## src/design/twi_ctrl_pkg.sv

```systemverilog
/*
 * Constants shared by the two-wire bus controller core: register offsets,
 * control bit positions, reset values, bus state codes and filter length.
 * Assumes a 32-bit AHB-Lite register bus and word-aligned registers.
 */
`default_nettype none

package twi_ctrl_pkg;

	// ---------------------------------------------------------------
	// Register byte offsets
	// ---------------------------------------------------------------
	localparam logic [4:0] OFF_CTRL_SET   = 5'h00;
	localparam logic [4:0] OFF_BUS_STATE  = 5'h04;
	localparam logic [4:0] OFF_SHIFT_BYTE = 5'h08;
	localparam logic [4:0] OFF_CLK_HIGH   = 5'h10;
	localparam logic [4:0] OFF_CLK_LOW    = 5'h14;
	localparam logic [4:0] OFF_CTRL_CLEAR = 5'h18;

	// ---------------------------------------------------------------
	// Control word bit positions
	// ---------------------------------------------------------------
	localparam int BIT_ACK_ASSERT = 2;
	localparam int BIT_EVENT      = 3;
	localparam int BIT_HALT       = 4;
	localparam int BIT_BEGIN      = 5;
	localparam int BIT_ENABLE     = 6;

	// ---------------------------------------------------------------
	// Reset values
	// ---------------------------------------------------------------
	localparam logic [7:0]  RST_CTRL      = 8'h00;
	localparam logic [7:0]  RST_SHIFT     = 8'h00;
	localparam logic [15:0] RST_CLK_HIGH  = 16'h0004;
	localparam logic [15:0] RST_CLK_LOW   = 16'h0004;

	// ---------------------------------------------------------------
	// Five-bit bus state codes (register shows code times eight)
	// ---------------------------------------------------------------
	localparam logic [4:0] SC_START     = 5'h01;
	localparam logic [4:0] SC_RESTART   = 5'h02;
	localparam logic [4:0] SC_AW_ACK    = 5'h03;
	localparam logic [4:0] SC_AW_NACK   = 5'h04;
	localparam logic [4:0] SC_DW_ACK    = 5'h05;
	localparam logic [4:0] SC_DW_NACK   = 5'h06;
	localparam logic [4:0] SC_ARB_LOST  = 5'h07;
	localparam logic [4:0] SC_AR_ACK    = 5'h08;
	localparam logic [4:0] SC_AR_NACK   = 5'h09;
	localparam logic [4:0] SC_DR_ACK    = 5'h0A;
	localparam logic [4:0] SC_DR_NACK   = 5'h0B;
	localparam logic [4:0] SC_NO_INFO   = 5'h1F;

	// Samples that must agree before a line level is accepted
	localparam int FILTER_LEN = 3;

	// Index of the acknowledge slot, the last of nine bit slots per byte
	localparam logic [3:0] LAST_SLOT = 4'h8;

endpackage

`default_nettype wire

```

## src/design/twi_ctrl_core.sv

```systemverilog
/*
 * Two-wire bus master control and status core with AHB-Lite register slave.
 * Holds the set/clear control word, the latched bus state code, the shift
 * byte and the programmable serial clock generator for master modes.
 * Assumes open-drain pads outside: an enable high pulls the line low.
 */
// The implementer's own choices: the AHB-Lite interface to the registers and the address map.
`default_nettype none

module twi_ctrl_core
	import twi_ctrl_pkg::*;
(
	input  wire logic        i_core_clk,
	input  wire logic        i_arst_n,
	input  wire logic        i_hsel,
	input  wire logic [31:0] i_haddr,
	input  wire logic [1:0]  i_htrans,
	input  wire logic        i_hwrite,
	input  wire logic [2:0]  i_hsize,
	input  wire logic        i_hready,
	input  wire logic [31:0] i_hwdata,
	output logic      [31:0] o_hrdata,
	output logic             o_hreadyout,
	output logic             o_hresp,
	input  wire logic        i_scl,
	output logic             o_scl,
	output logic             o_scl_oe,
	input  wire logic        i_sda,
	output logic             o_sda,
	output logic             o_sda_oe,
	output logic             o_irq
);

	typedef enum logic [9:0] {
		S_IDLE    = 10'b00_0000_0001,
		S_START   = 10'b00_0000_0010,
		S_HOLD    = 10'b00_0000_0100,
		S_LOW     = 10'b00_0000_1000,
		S_HIGH    = 10'b00_0001_0000,
		S_RS_LOW  = 10'b00_0010_0000,
		S_RS_HIGH = 10'b00_0100_0000,
		S_SP_LOW  = 10'b00_1000_0000,
		S_SP_HIGH = 10'b01_0000_0000,
		S_SP_END  = 10'b10_0000_0000
	} phase_e;

	// ---------------------------------------------------------------
	// Input synchronisers and spike filters
	// ---------------------------------------------------------------
	logic [1:0]            scl_sync;
	logic [1:0]            sda_sync;
	logic [FILTER_LEN-1:0] scl_hist;
	logic [FILTER_LEN-1:0] sda_hist;
	logic                  scl_f;
	logic                  sda_f;
	logic                  sda_f_d;

	// Second stage feeds the history; the first stage is read by nothing else
	always_ff @(posedge i_core_clk or negedge i_arst_n) begin
		if (!i_arst_n) begin
			scl_sync <= 2'b11;
			sda_sync <= 2'b11;
			scl_hist <= '1;
			sda_hist <= '1;
		end else begin
			scl_sync <= {scl_sync[0], i_scl};
			sda_sync <= {sda_sync[0], i_sda};
			scl_hist <= {scl_hist[FILTER_LEN-2:0], scl_sync[1]};
			sda_hist <= {sda_hist[FILTER_LEN-2:0], sda_sync[1]};
		end
	end

	// A level is taken only after it stood for three samples
	always_ff @(posedge i_core_clk or negedge i_arst_n) begin
		if (!i_arst_n) begin
			scl_f   <= 1'b1;
			sda_f   <= 1'b1;
			sda_f_d <= 1'b1;
		end else begin
			if (&scl_hist || ~|scl_hist) scl_f <= scl_hist[0];
			if (&sda_hist || ~|sda_hist) sda_f <= sda_hist[0];
			sda_f_d <= sda_f;
		end
	end

	// ---------------------------------------------------------------
	// AHB-Lite slave: zero wait states, always OKAY
	// ---------------------------------------------------------------
	logic       ph_write;
	logic       ph_read;
	logic [4:0] ph_addr;

	wire addr_take = i_hsel & i_htrans[1] & i_hready;
	wire hi_zero   = ~|i_haddr[31:5];

	always_ff @(posedge i_core_clk or negedge i_arst_n) begin
		if (!i_arst_n) begin
			ph_write <= 1'b0;
			ph_read  <= 1'b0;
			ph_addr  <= 5'h00;
		end else begin
			ph_write <= addr_take & i_hwrite & hi_zero;
			ph_read  <= addr_take & ~i_hwrite & hi_zero;
			ph_addr  <= i_haddr[4:0];
		end
	end

	wire wr_set   = ph_write & (ph_addr == OFF_CTRL_SET);
	wire wr_clr   = ph_write & (ph_addr == OFF_CTRL_CLEAR);
	wire wr_shift = ph_write & (ph_addr == OFF_SHIFT_BYTE);
	wire wr_high  = ph_write & (ph_addr == OFF_CLK_HIGH);
	wire wr_low   = ph_write & (ph_addr == OFF_CLK_LOW);
	wire [7:0] wbyte = i_hwdata[7:0];

	// ---------------------------------------------------------------
	// Registers and bus engine state
	// ---------------------------------------------------------------
	logic [7:0]  ctrl_word;
	logic [7:0]  shift_byte;
	logic [15:0] clk_high;
	logic [15:0] clk_low;
	logic [4:0]  state_code;
	phase_e      phase;
	phase_e      next_phase;
	logic [15:0] cnt;
	logic [3:0]  slot;
	logic        rx_mode;
	logic        addr_byte;
	logic        busy;

	wire enable   = ctrl_word[BIT_ENABLE];
	wire begin_rq = ctrl_word[BIT_BEGIN];
	wire halt_rq  = ctrl_word[BIT_HALT];
	wire event_f  = ctrl_word[BIT_EVENT];
	wire ack_en   = ctrl_word[BIT_ACK_ASSERT];

	// Status reads as the code in the top five bits, zeros below
	wire [7:0] status_rd = event_f ? {state_code, 3'b000} : {SC_NO_INFO, 3'b000};

	// Read mux; unmapped offsets and the clear port read zero
	assign o_hrdata =
		!ph_read                      ? 32'h0000_0000 :
		(ph_addr == OFF_CTRL_SET)     ? {24'h00_0000, ctrl_word} :
		(ph_addr == OFF_BUS_STATE)    ? {24'h00_0000, status_rd} :
		(ph_addr == OFF_SHIFT_BYTE)   ? {24'h00_0000, shift_byte} :
		(ph_addr == OFF_CLK_HIGH)     ? {16'h0000, clk_high} :
		(ph_addr == OFF_CLK_LOW)      ? {16'h0000, clk_low} : 32'h0000_0000;
	assign o_hreadyout = 1'b1;
	assign o_hresp     = 1'b0;

	// ---------------------------------------------------------------
	// Phase timing: low phase counts, high phase waits for the line
	// ---------------------------------------------------------------
	wire scl_phase_high = (phase == S_START) | (phase == S_HIGH) | (phase == S_RS_HIGH) |
		(phase == S_SP_HIGH) | (phase == S_SP_END);
	wire [15:0] tgt = scl_phase_high ? clk_high : clk_low;
	// A slow slave holds the high phase off; a faster master cuts it short
	wire early_low  = (phase == S_HIGH) & ~scl_f & (cnt != 16'h0000);
	wire phase_done = (cnt >= tgt) | early_low;
	wire counting   = ~scl_phase_high | scl_f;

	// Bus line decoding
	wire start_seen = scl_f & sda_f_d & ~sda_f;
	wire stop_seen  = scl_f & ~sda_f_d & sda_f;
	wire data_slot  = slot != LAST_SLOT;
	// Receive applies only after the address byte, which is always sent
	wire rx_data    = rx_mode & ~addr_byte;
	// Transmit drives the MSB, receive releases data and drives ack from ack bit
	wire sda_bit    = data_slot ? (rx_data ? 1'b1 : shift_byte[7]) : (rx_data ? ~ack_en : 1'b1);
	wire sample     = (phase == S_HIGH) & phase_done;
	// Released a one but the line reads low
	wire arb_lost   = sample & sda_bit & ~sda_f & (data_slot | rx_data);
	wire byte_end   = sample & ~arb_lost & ~data_slot;
	wire go_start   = (phase == S_IDLE) & enable & begin_rq & ~event_f & ~busy & ~halt_rq;
	wire leave_hold = (phase == S_HOLD) & ~event_f;
	wire stop_done  = (phase == S_SP_END) & phase_done;

	// Next phase of the master engine
	always_comb begin
		next_phase = phase;
		case (phase)
			S_IDLE:    if (go_start) next_phase = S_START;
			S_START:   if (phase_done) next_phase = S_HOLD;
			S_HOLD: begin
				if (!event_f) begin
					if (halt_rq) next_phase = S_SP_LOW;
					else if (begin_rq) next_phase = S_RS_LOW;
					else next_phase = S_LOW;
				end
			end
			S_LOW:     if (phase_done) next_phase = S_HIGH;
			S_HIGH: begin
				if (arb_lost) next_phase = S_IDLE;
				else if (sample) next_phase = data_slot ? S_LOW : S_HOLD;
			end
			S_RS_LOW:  if (phase_done) next_phase = S_RS_HIGH;
			S_RS_HIGH: if (phase_done) next_phase = S_START;
			S_SP_LOW:  if (phase_done) next_phase = S_SP_HIGH;
			S_SP_HIGH: if (phase_done) next_phase = S_SP_END;
			S_SP_END:  if (phase_done) next_phase = S_IDLE;
			default:   next_phase = S_IDLE;
		endcase
		if (!enable) next_phase = S_IDLE;
	end

	// Phase register and its cycle counter
	always_ff @(posedge i_core_clk or negedge i_arst_n) begin
		if (!i_arst_n) begin
			phase <= S_IDLE;
			cnt   <= 16'h0000;
		end else begin
			phase <= next_phase;
			if (next_phase != phase) cnt <= 16'h0000;
			else if (counting && cnt != 16'hFFFF) cnt <= cnt + 16'h0001;
		end
	end

	// Bus busy tracking between start and stop conditions
	always_ff @(posedge i_core_clk or negedge i_arst_n) begin
		if (!i_arst_n) busy <= 1'b0;
		else if (!enable) busy <= 1'b0;
		else if (start_seen) busy <= 1'b1;
		else if (stop_seen) busy <= 1'b0;
	end

	// ---------------------------------------------------------------
	// Shift byte, slot counter and transfer direction
	// ---------------------------------------------------------------
	// The byte shifts in whatever the bus carries, so it holds the last bus byte
	always_ff @(posedge i_core_clk or negedge i_arst_n) begin
		if (!i_arst_n) begin
			shift_byte <= RST_SHIFT;
			slot       <= 4'h0;
			rx_mode    <= 1'b0;
			addr_byte  <= 1'b0;
		end else begin
			if (sample && data_slot) shift_byte <= {shift_byte[6:0], sda_f};
			else if (wr_shift && (event_f || phase == S_IDLE)) shift_byte <= wbyte;
			if (leave_hold) slot <= 4'h0;
			else if (sample) slot <= slot + 4'h1;
			if (phase == S_START) addr_byte <= 1'b1;
			else if (byte_end) addr_byte <= 1'b0;
			// Direction bit of the address byte picks transmit or receive
			if (leave_hold && addr_byte && !halt_rq && !begin_rq) rx_mode <= shift_byte[0];
			else if (phase == S_IDLE) rx_mode <= 1'b0;
		end
	end

	// Code reported after each byte and its acknowledge
	wire [4:0] byte_code = addr_byte
		? (rx_mode ? (sda_f ? SC_AR_NACK : SC_AR_ACK) : (sda_f ? SC_AW_NACK : SC_AW_ACK))
		: (rx_mode ? (sda_f ? SC_DR_NACK : SC_DR_ACK) : (sda_f ? SC_DW_NACK : SC_DW_ACK));
	wire       start_end = (phase == S_START) & phase_done;
	wire       hw_event  = start_end | byte_end | arb_lost;
	logic      busy_rep;
	wire [4:0] new_code  = arb_lost ? SC_ARB_LOST :
		start_end ? (busy_rep ? SC_RESTART : SC_START) : byte_code;

	// Repeated start is a start issued while this master still owns the bus
	always_ff @(posedge i_core_clk or negedge i_arst_n) begin
		if (!i_arst_n) busy_rep <= 1'b0;
		else if (phase == S_RS_LOW) busy_rep <= 1'b1;
		else if (phase == S_IDLE) busy_rep <= 1'b0;
	end

	// Code is captured on every hardware event, the same cycle that sets the flag, even if the flag is already set
	always_ff @(posedge i_core_clk or negedge i_arst_n) begin
		if (!i_arst_n) state_code <= SC_NO_INFO;
		else if (hw_event) state_code <= new_code;
	end

	// ---------------------------------------------------------------
	// Control word: set port, clear port, hardware set and clear
	// ---------------------------------------------------------------
	wire [7:0] sw_set = wr_set ? (wbyte & 8'h7C) : 8'h00;
	wire [7:0] sw_clr = wr_clr ? (wbyte & 8'h7C) : 8'h00;
	// Halt clears once the stop is out, or at once if not master
	wire hw_halt_clr = stop_done | ((phase == S_IDLE) & halt_rq & ~go_start);
	wire [7:0] hw_clr = {3'b000, hw_halt_clr, 4'h0};
	wire [7:0] hw_set = {4'h0, hw_event, 3'b000};
	// Hardware set of the event flag wins over a software clear in the same cycle
	wire [7:0] next_ctrl = (((ctrl_word | sw_set) & ~sw_clr) & ~hw_clr) | hw_set;

	always_ff @(posedge i_core_clk or negedge i_arst_n) begin
		if (!i_arst_n) ctrl_word <= RST_CTRL;
		else ctrl_word <= next_ctrl;
	end

	// Clock period counts; zero behaves as one cycle
	always_ff @(posedge i_core_clk or negedge i_arst_n) begin
		if (!i_arst_n) begin
			clk_high <= RST_CLK_HIGH;
			clk_low  <= RST_CLK_LOW;
		end else begin
			if (wr_high) clk_high <= i_hwdata[15:0];
			if (wr_low) clk_low <= i_hwdata[15:0];
		end
	end

	// ---------------------------------------------------------------
	// Pin drive: enable high pulls the line low
	// ---------------------------------------------------------------
	// Slave operation is never entered, so the ack bit only shapes master acks
	wire scl_pull = (phase == S_HOLD) | (phase == S_LOW) | (phase == S_RS_LOW) |
		(phase == S_SP_LOW);
	logic start_hold;
	// After a byte the data line is released while the clock is held low
	wire addr_byte_pending_release = ~start_hold;
	wire sda_pull = (phase == S_START) | (phase == S_HOLD & ~addr_byte_pending_release) |
		((phase == S_LOW | phase == S_HIGH) & ~sda_bit) | (phase == S_SP_LOW) |
		(phase == S_SP_HIGH);

	always_ff @(posedge i_core_clk or negedge i_arst_n) begin
		if (!i_arst_n) start_hold <= 1'b0;
		else if (start_end) start_hold <= 1'b1;
		else if (byte_end || phase == S_IDLE) start_hold <= 1'b0;
	end

	// Output flops keep pad enables glitch free
	always_ff @(posedge i_core_clk or negedge i_arst_n) begin
		if (!i_arst_n) begin
			o_scl_oe <= 1'b0;
			o_sda_oe <= 1'b0;
			o_irq    <= 1'b0;
		end else begin
			o_scl_oe <= scl_pull & enable;
			o_sda_oe <= sda_pull & enable;
			o_irq    <= next_ctrl[BIT_EVENT] & next_ctrl[BIT_ENABLE];
		end
	end

	assign o_scl = 1'b0;
	assign o_sda = 1'b0;

endmodule

`default_nettype wire

```

## config.mk

```make
export PLATFORM = sky130hd
export DESIGN_NAME = twi_ctrl_core
export DESIGN_NICKNAME = d
export VERILOG_FILES = /design/src/design/twi_ctrl_pkg.sv /design/src/design/twi_ctrl_core.sv
export SDC_FILE = /design/constraint.sdc
export NUM_CORES = 1
export LEC_CHECK = 0
export BUFFER_PORTS_ARGS = -buffer_cell sky130_fd_sc_hd__buf_4
export CAP_MARGIN = 5
export CORE_MARGIN = 4
export CORE_UTILIZATION = 57
export DETAILED_ROUTE_END_ITERATION = 8
export PLACE_DENSITY = 0.82
export SLEW_MARGIN = 20
export SYNTH_ARGS = -nofsm -noshare
export SYNTH_HDL_FRONTEND = slang
export SYNTH_SLANG_ARGS = --single-unit
```

## constraint.sdc

```tcl
create_clock -name i_core_clk -period 5.2 [get_ports i_core_clk]
set_clock_uncertainty 0.15 [all_clocks]
set_input_delay 0.26 -clock i_core_clk [delete_from_list [all_inputs] [get_ports i_core_clk]]
set_output_delay 0.26 -clock i_core_clk [all_outputs]
set_load 0.05 [all_outputs]
```

* After elaboration in Yosys (flattened, before gate mapping) *
Cells that the tools add are included.

cells by class
  equal/unequal tests = 19
  $lt $le $gt $ge = 1
  mux-type cells = 55
  bitwise gates (word level) = 77
  add/subtract/negate cells = 2
  reduce and logical (&&, ||, !) cells = 29

operators with widths
  cell                                            number
  two-way mux 16 bit                              9
  two-way mux 10 bit                              12
  case mux 10 bit (10 select lines)               1
  AND 1 bit                                       39
  two-way mux 4 bit                               8
  two-way mux 8 bit                               4
  OR reduction 27 bit                             1
  OR 1 bit                                        18
  adder 16 x 1 -> 16 bit, second input constant   1
  AND 8 bit                                       2
  greater-or-equal comparator 16 bit              1
  inequality test 16 bit, second input constant   1
  nonzero test 16 bit                             1
  == test 5 bit, second input constant            3
  two-way mux 1 bit                               15
  two-way mux 7 bit                               2
  inverter 1 bit                                  14
  nonzero test 2 bit                              7
  == test 10 x 1 -> 1 bit, second input constant  1
  == test 10 bit, second input constant           1
  == test 10 x 2 -> 1 bit, second input constant  1
  == test 10 x 3 -> 1 bit, second input constant  1
  == test 10 x 4 -> 1 bit, second input constant  1
  == test 10 x 5 -> 1 bit, second input constant  1
  other kinds (23)                                38

word-level totals
  logic and storage cells = 209
  flip-flop bits (word level) = 111
  input port bits = 76

* Longest topological paths before layout *
  word-level depth = 19
  depth in mapped cells = 17

* Worst setup path after synthesis *
No wires, ideal clock.

  path type = register to register
  start point = register phase[9]
  end point = register cnt[10]
  path slack = 1004 ps
  cell stages (with the launch flop) = 16
  setup time = 80 ps
  data arrival time = 3966 ps
  buffers on the path = 3
  cell sequence = dfrtp_1 > buf_4 > nor4_4 > nand4_1 > nand4_1 > buf_2 > mux2i_1 > ha_1 > nor2b_1 > o211a_1 > o311ai_4 > nand4_1 > a221oi_2 > o311ai_4 > buf_6 > nor3_2

on the way
  word-level cells in the longest chain between the ends = 17
  elaborated cells between the ends (all ways) = 47
  classes of those cells = 1 x order compare; 11 x eq/ne; 15 x mux; 18 x bitwise; 2 x reduce/logical

RTL lines
  element                                                             RTL line              source
  from (decl)                                                         twi_ctrl_core.sv:123  phase_e phase;
  from (signal assigned)                                              twi_ctrl_core.sv:212  phase <= next_phase;
  == test 10 x 2 -> 1 bit or == test 10 x 5 -> 1 bit (tied branches)  n/a
  OR 1 bit (3 in a row)                                               twi_ctrl_core.sv:154  wire scl_phase_high = (phase == S_START) | (phase == S_HIGH) | (phase == S_RS_HIGH) |
  OR 1 bit                                                            twi_ctrl_core.sv:155  (phase == S_SP_HIGH) | (phase == S_SP_END);
  two-way mux 16 bit                                                  twi_ctrl_core.sv:156  wire [15:0] tgt = scl_phase_high ? clk_high : clk_low;
  greater-or-equal comparator 16 bit                                  twi_ctrl_core.sv:159  wire phase_done = (cnt >= tgt) | early_low;
  OR 1 bit                                                            twi_ctrl_core.sv:159
  AND 1 bit                                                           twi_ctrl_core.sv:170  wire sample = (phase == S_HIGH) & phase_done;
  AND 1 bit (3 in a row)                                              twi_ctrl_core.sv:172  wire arb_lost = sample & sda_bit & ~sda_f & (data_slot | rx_data);
  two-way mux 10 bit                                                  twi_ctrl_core.sv:193  if (arb_lost) next_phase = S_IDLE;
  case mux 10 bit (10 select lines)                                   twi_ctrl_core.sv:181  case (phase)
  two-way mux 10 bit                                                  twi_ctrl_core.sv:203  if (!enable) next_phase = S_IDLE;
  inequality test 10 bit                                              twi_ctrl_core.sv:213  if (next_phase != phase) cnt <= 16'h0000;
  two-way mux 16 bit or nonzero test 2 bit (tied branches)            n/a
  to (signal assigned)                                                twi_ctrl_core.sv:214  else if (counting && cnt != 16'hFFFF) cnt <= cnt + 16'h0001;
  to (decl)                                                           twi_ctrl_core.sv:125  logic [15:0] cnt;

Parallel ways exist; a longest one is shown, timed or not.
A chain may end at the register's enable or synchronous reset.

* Worst setup path after layout *
  start point = register phase[2]
  end point = register cnt[9]

Same word-level chain as after synthesis.

==> flow_summary.json <==
{
  "clock_insertion_delay_worst_skew_ns": 0.35,
  "num-fill-cells": 801,
  "final_max_slew_viol_count": 0,
  "grt_first_pass_wirelength_mm": 28.5,
  "rsz0062_at_grt": "no",
  "detailed_place.area_um2": 7140,
  "yosys.area.top_type_share_pct": 33.4,
  "worst_slack_ns": 0.438,
  "num_antenna_cells": 0,
  "via_count_of_the_first_global_routing_pass": 5617,
  "clkSinkCount": 108,
  "finalCritPeriodShare_pct": 91.6,
  "synth.area.mux_share_pct": 9.71,
  "final_nets": 842,
  "gr-total-overflow": 0,
  "cpMaxStageDelayCell": "sky130_fd_sc_hd__dfrtp_1",
  "cts.path.max_buffers": 2,
  "cts_root_buf": "sky130_fd_sc_hd__clkbuf_16",
  "slew-limit-headroom_pct": 43.0,
  "ratio_of_cells_with_drive_above_1_in_the_final_layout_pct": 25.9,
  "place_worst_setup_slack_ns": 0.385,
  "die_height_um": 115,
  "cts_made_buffers": 9,
  "fin_cells": 888,
  "first_pass_iters": 5,
  "worstSetupStartpointType": "flip-flop",
  "route.detailed.vias_per_inst": 6.27,
  "setup_viol_count_final": 0,
  "post_synth_and_or_nand_nor_area_fraction_pct": 21.2,
  "timing.fmax_mhz": 210,
  "port_buffers": 74,
  "critPathKind": "reg2reg",
  "worst_ir_drop_on_vdd_v": 0.000143,
  "syn_area_per_cell_um2": 9.94,
  "maximum_number_of_pins_on_one_net_before_global_route_repair": 57,
  "critPathMaxFanout": 11,
  "static-leakage-power_nw": 3.31,
  "ff_latch_area_um2": 2730,
  "synth-compound-area-share_pct": 14.3,
  "synthesis.yosys.warnings": 0,
  "cts_max_level": 3,
  "worstMarginPinSlew_ns": 0.854,
  "finalHoldViolations": 0,
  "vias": 5567,
  "synth_xor_area_share_pct": 2.69,
  "multi_input_area_um2": 3480,
  "cp_slowest_stage_delay_ns": 0.51,
  "layout.cell_area.non_filler_um2": 7580,
  "core_area_um2": 11000,
  "place_congestion": 0.883,
  "worst_ep_required_time_ns": 5.31,
  "setup_tns_ns": 0,
  "worst-endpoint-arrival_ns": 4.88,
  "combinational_family_with_the_most_area_after_synthesis": "simple AND/OR/NAND/NOR gates",
  "cts.repair.resized": 0,
  "powerDensity_nw_per_um2": 217,
  "die_area_um2": 13200,
  "grt_usage_pct": 27.2,
  "post-route-min-period_ns": 4.76,
  "fp-row-count": 38,
  "wl_per_cell_um": 19.3,
  "synth_area_leaders": "sky130_fd_sc_hd__dfrtp_1, sky130_fd_sc_hd__dfstp_2, sky130_fd_sc_hd__mux2_2",
  "dp.final_hpwl_mm": 12.4,
  "post-route-util_pct": 68.8,
  "start_util_pct": 59.0,
  "run_status": "completed",
  "yosysTopAreaCell": "sky130_fd_sc_hd__dfrtp_1",
  "synth_cells": 655,
  "maxCapViolCount": 0,
  "initial_antenna_violation_count": 0,
  "io_pins": 115,
  "synth_sequential_area_ratio_pct": 41.9,
  "antenna_left": 0,
  "worstPathCellList": "nor4_4, nand4b_1, nand4_1, buf_4, buf_4, mux2i_1, ha_1, nor2b_1, o211a_1, o311ai_4, buf_4, nand4_1, a221oi_2, o311ai_4, buf_4, nor3_2",
  "netlist_area_um2": 6510,
  "clock_tree_from_tritoncts": "built",
  "synth-adder-area-share_pct": 4.42,
  "dieWidth_um": 115,
  "synth_flop_cell": "sky130_fd_sc_hd__dfrtp_1",
  "synth_cell_type_count": 74,
  "finalWirelength_mm": 17.2,
  "route.detailed.drc": 0,
  "synth_async_sr_flop_share_pct": 100,
  "min_path_type": "in2reg",
  "synth.ff_latch_count": 108,
  "clk_transition_reported_paths_ns": 0.08,
  "place.detailed.instances": 855,
  "area_growth_pct": 16.5,
  "critPathMostFrequentCell": "sky130_fd_sc_hd__buf_4",
  "synth_edf_count": 0,
  "drt_iter0_drc": 452,
  "worstSetupEndpointType": "flip-flop"
}
-- worst paths after layout --
check,to,cells past startpoint,start,slack [ns]
min in group asynchronous,slot[3],2,i_arst_n,0.37
hold / removal,clk_low[15],2,i_hwdata[15],0.003
max in group asynchronous,cnt[13],3,i_arst_n,3.40
setup reg to reg,cnt[9],16,phase[2],0.44
setup / recovery,cnt[9],16,phase[2],0.44
hold reg to reg,scl_sync[1],0,scl_sync[0],0.21
-- what timing repair did --
action,in CTS,in global routing
endpoints found under the hold margin,56,2
hold buffers,12,2
setup buffers,0,3
setup endpoints to repair,0,15
-- routing by layer --
metal | share of wire, % | global-route usage [%] | vias up
li1 | - | - | 2534
met1 | 41 | 36.7 | 2719
met2 | 49 | 44.5 | 274
met3 | 7.2 | 4.68 | 40
met4 | 2.5 | 9.78 | 0
met5 | 0 | 0 | -
-- kinds of logic after synthesis --
logic type | count (synthesis)
xor gates and xnor gates | 20
other | 2
DFF | 108
buffers and inverters | 67
muxes | 59
and+or+nand+nor | 242
adders and majority gates | 23
AOI/OAI and AO/OA | 134
-- power by group --
part           leakage, nW  total (mW)  switching, mW  internal, mW
Sequential            1.37       0.865         0.0115         0.854
Clock                0.126       0.660          0.329         0.331
Combinational         1.82       0.119         0.0742        0.0447
Total                 3.31        1.64          0.415          1.23
-- critical path: cells and delay by family (launching register included) --
family	cells	cell delay [ns]
AND/OR/NAND/NOR	6	1.49
flip-flops	1	0.51
multiplexers	1	0.32
AO/OA/AOI/OAI	4	1.19
buffers and inverters	4	0.72
adder cells (fa/ha/maj)	1	0.32
-- synthesized netlist by cell type, types with 11 or more instances --
master	number
sky130_fd_sc_hd__nand3_1	15
sky130_fd_sc_hd__clkbuf_1	11
sky130_fd_sc_hd__dfrtp_1	87
sky130_fd_sc_hd__nor3_1	23
sky130_fd_sc_hd__nand4_1	17
sky130_fd_sc_hd__o21ai_0	30
sky130_fd_sc_hd__a21oi_1	35
sky130_fd_sc_hd__mux2_2	33
sky130_fd_sc_hd__nand2_1	55
sky130_fd_sc_hd__ha_1	23
sky130_fd_sc_hd__a22oi_1	12
sky130_fd_sc_hd__nor3_2	11
sky130_fd_sc_hd__buf_4	23
sky130_fd_sc_hd__nor4_1	15
sky130_fd_sc_hd__inv_1	18
sky130_fd_sc_hd__xor2_1	14
sky130_fd_sc_hd__dfstp_2	21
sky130_fd_sc_hd__buf_2	11
sky130_fd_sc_hd__mux2i_1	26
sky130_fd_sc_hd__nor2b_1	13
sky130_fd_sc_hd__nor2_1	44
-- area by class of cell --
cell class	instances	area share, %
well taps	140	2.31
clock buffers	9	2.97
multi-input cells	498	45.9
repair buffers	108	11.2
inverters	18	0.891
flip-flops and latches	108	36.0
clock inverters	7	0.775
-- per-stage QoR --
step           hold WS, ns  power (mW)
2_1_floorplan       -0.186       0.938
3_3_place_gp         0.179       0.986
3_5_place_dp         0.197       0.991
4_1_cts           0.000360        1.65
5_1_grt            0.00163        1.70
6_report           0.00327        1.64
-- registers in the layout, indices dropped and copies added, names as in the netlist, 2 cells and up --
register / cells
sda_hist: 3
clk_low: 16
scl_sync: 2
cnt: 16
clk_high: 16
ctrl_word: 5
state_code: 5
scl_hist: 3
shift_byte: 8
slot: 4
sda_sync: 2
phase: 10
ph_addr: 5
-- layout by cell type, fill, tap and decap left out, types with 12 or more instances in the layout --
cell and n:
sky130_fd_sc_hd__nor2b_1 13, sky130_fd_sc_hd__conb_1 20, sky130_fd_sc_hd__nand3_1 15, sky130_fd_sc_hd__buf_4 94, sky130_fd_sc_hd__mux2_2 33, sky130_fd_sc_hd__o21ai_0 30, sky130_fd_sc_hd__dfrtp_1 87, sky130_fd_sc_hd__inv_1 18
sky130_fd_sc_hd__a21oi_1 35, sky130_fd_sc_hd__ha_1 23, sky130_fd_sc_hd__xor2_1 14, sky130_fd_sc_hd__a22oi_1 12, sky130_fd_sc_hd__mux2i_1 26, sky130_fd_sc_hd__nand4_1 17, sky130_fd_sc_hd__dfstp_2 21, sky130_fd_sc_hd__nand2_1 55
sky130_fd_sc_hd__nor3_1 23, sky130_fd_sc_hd__nor2_1 44, sky130_fd_sc_hd__dlygate4sd3_1 14, sky130_fd_sc_hd__nor4_1 15
Power figures use the tool's default switching activity.
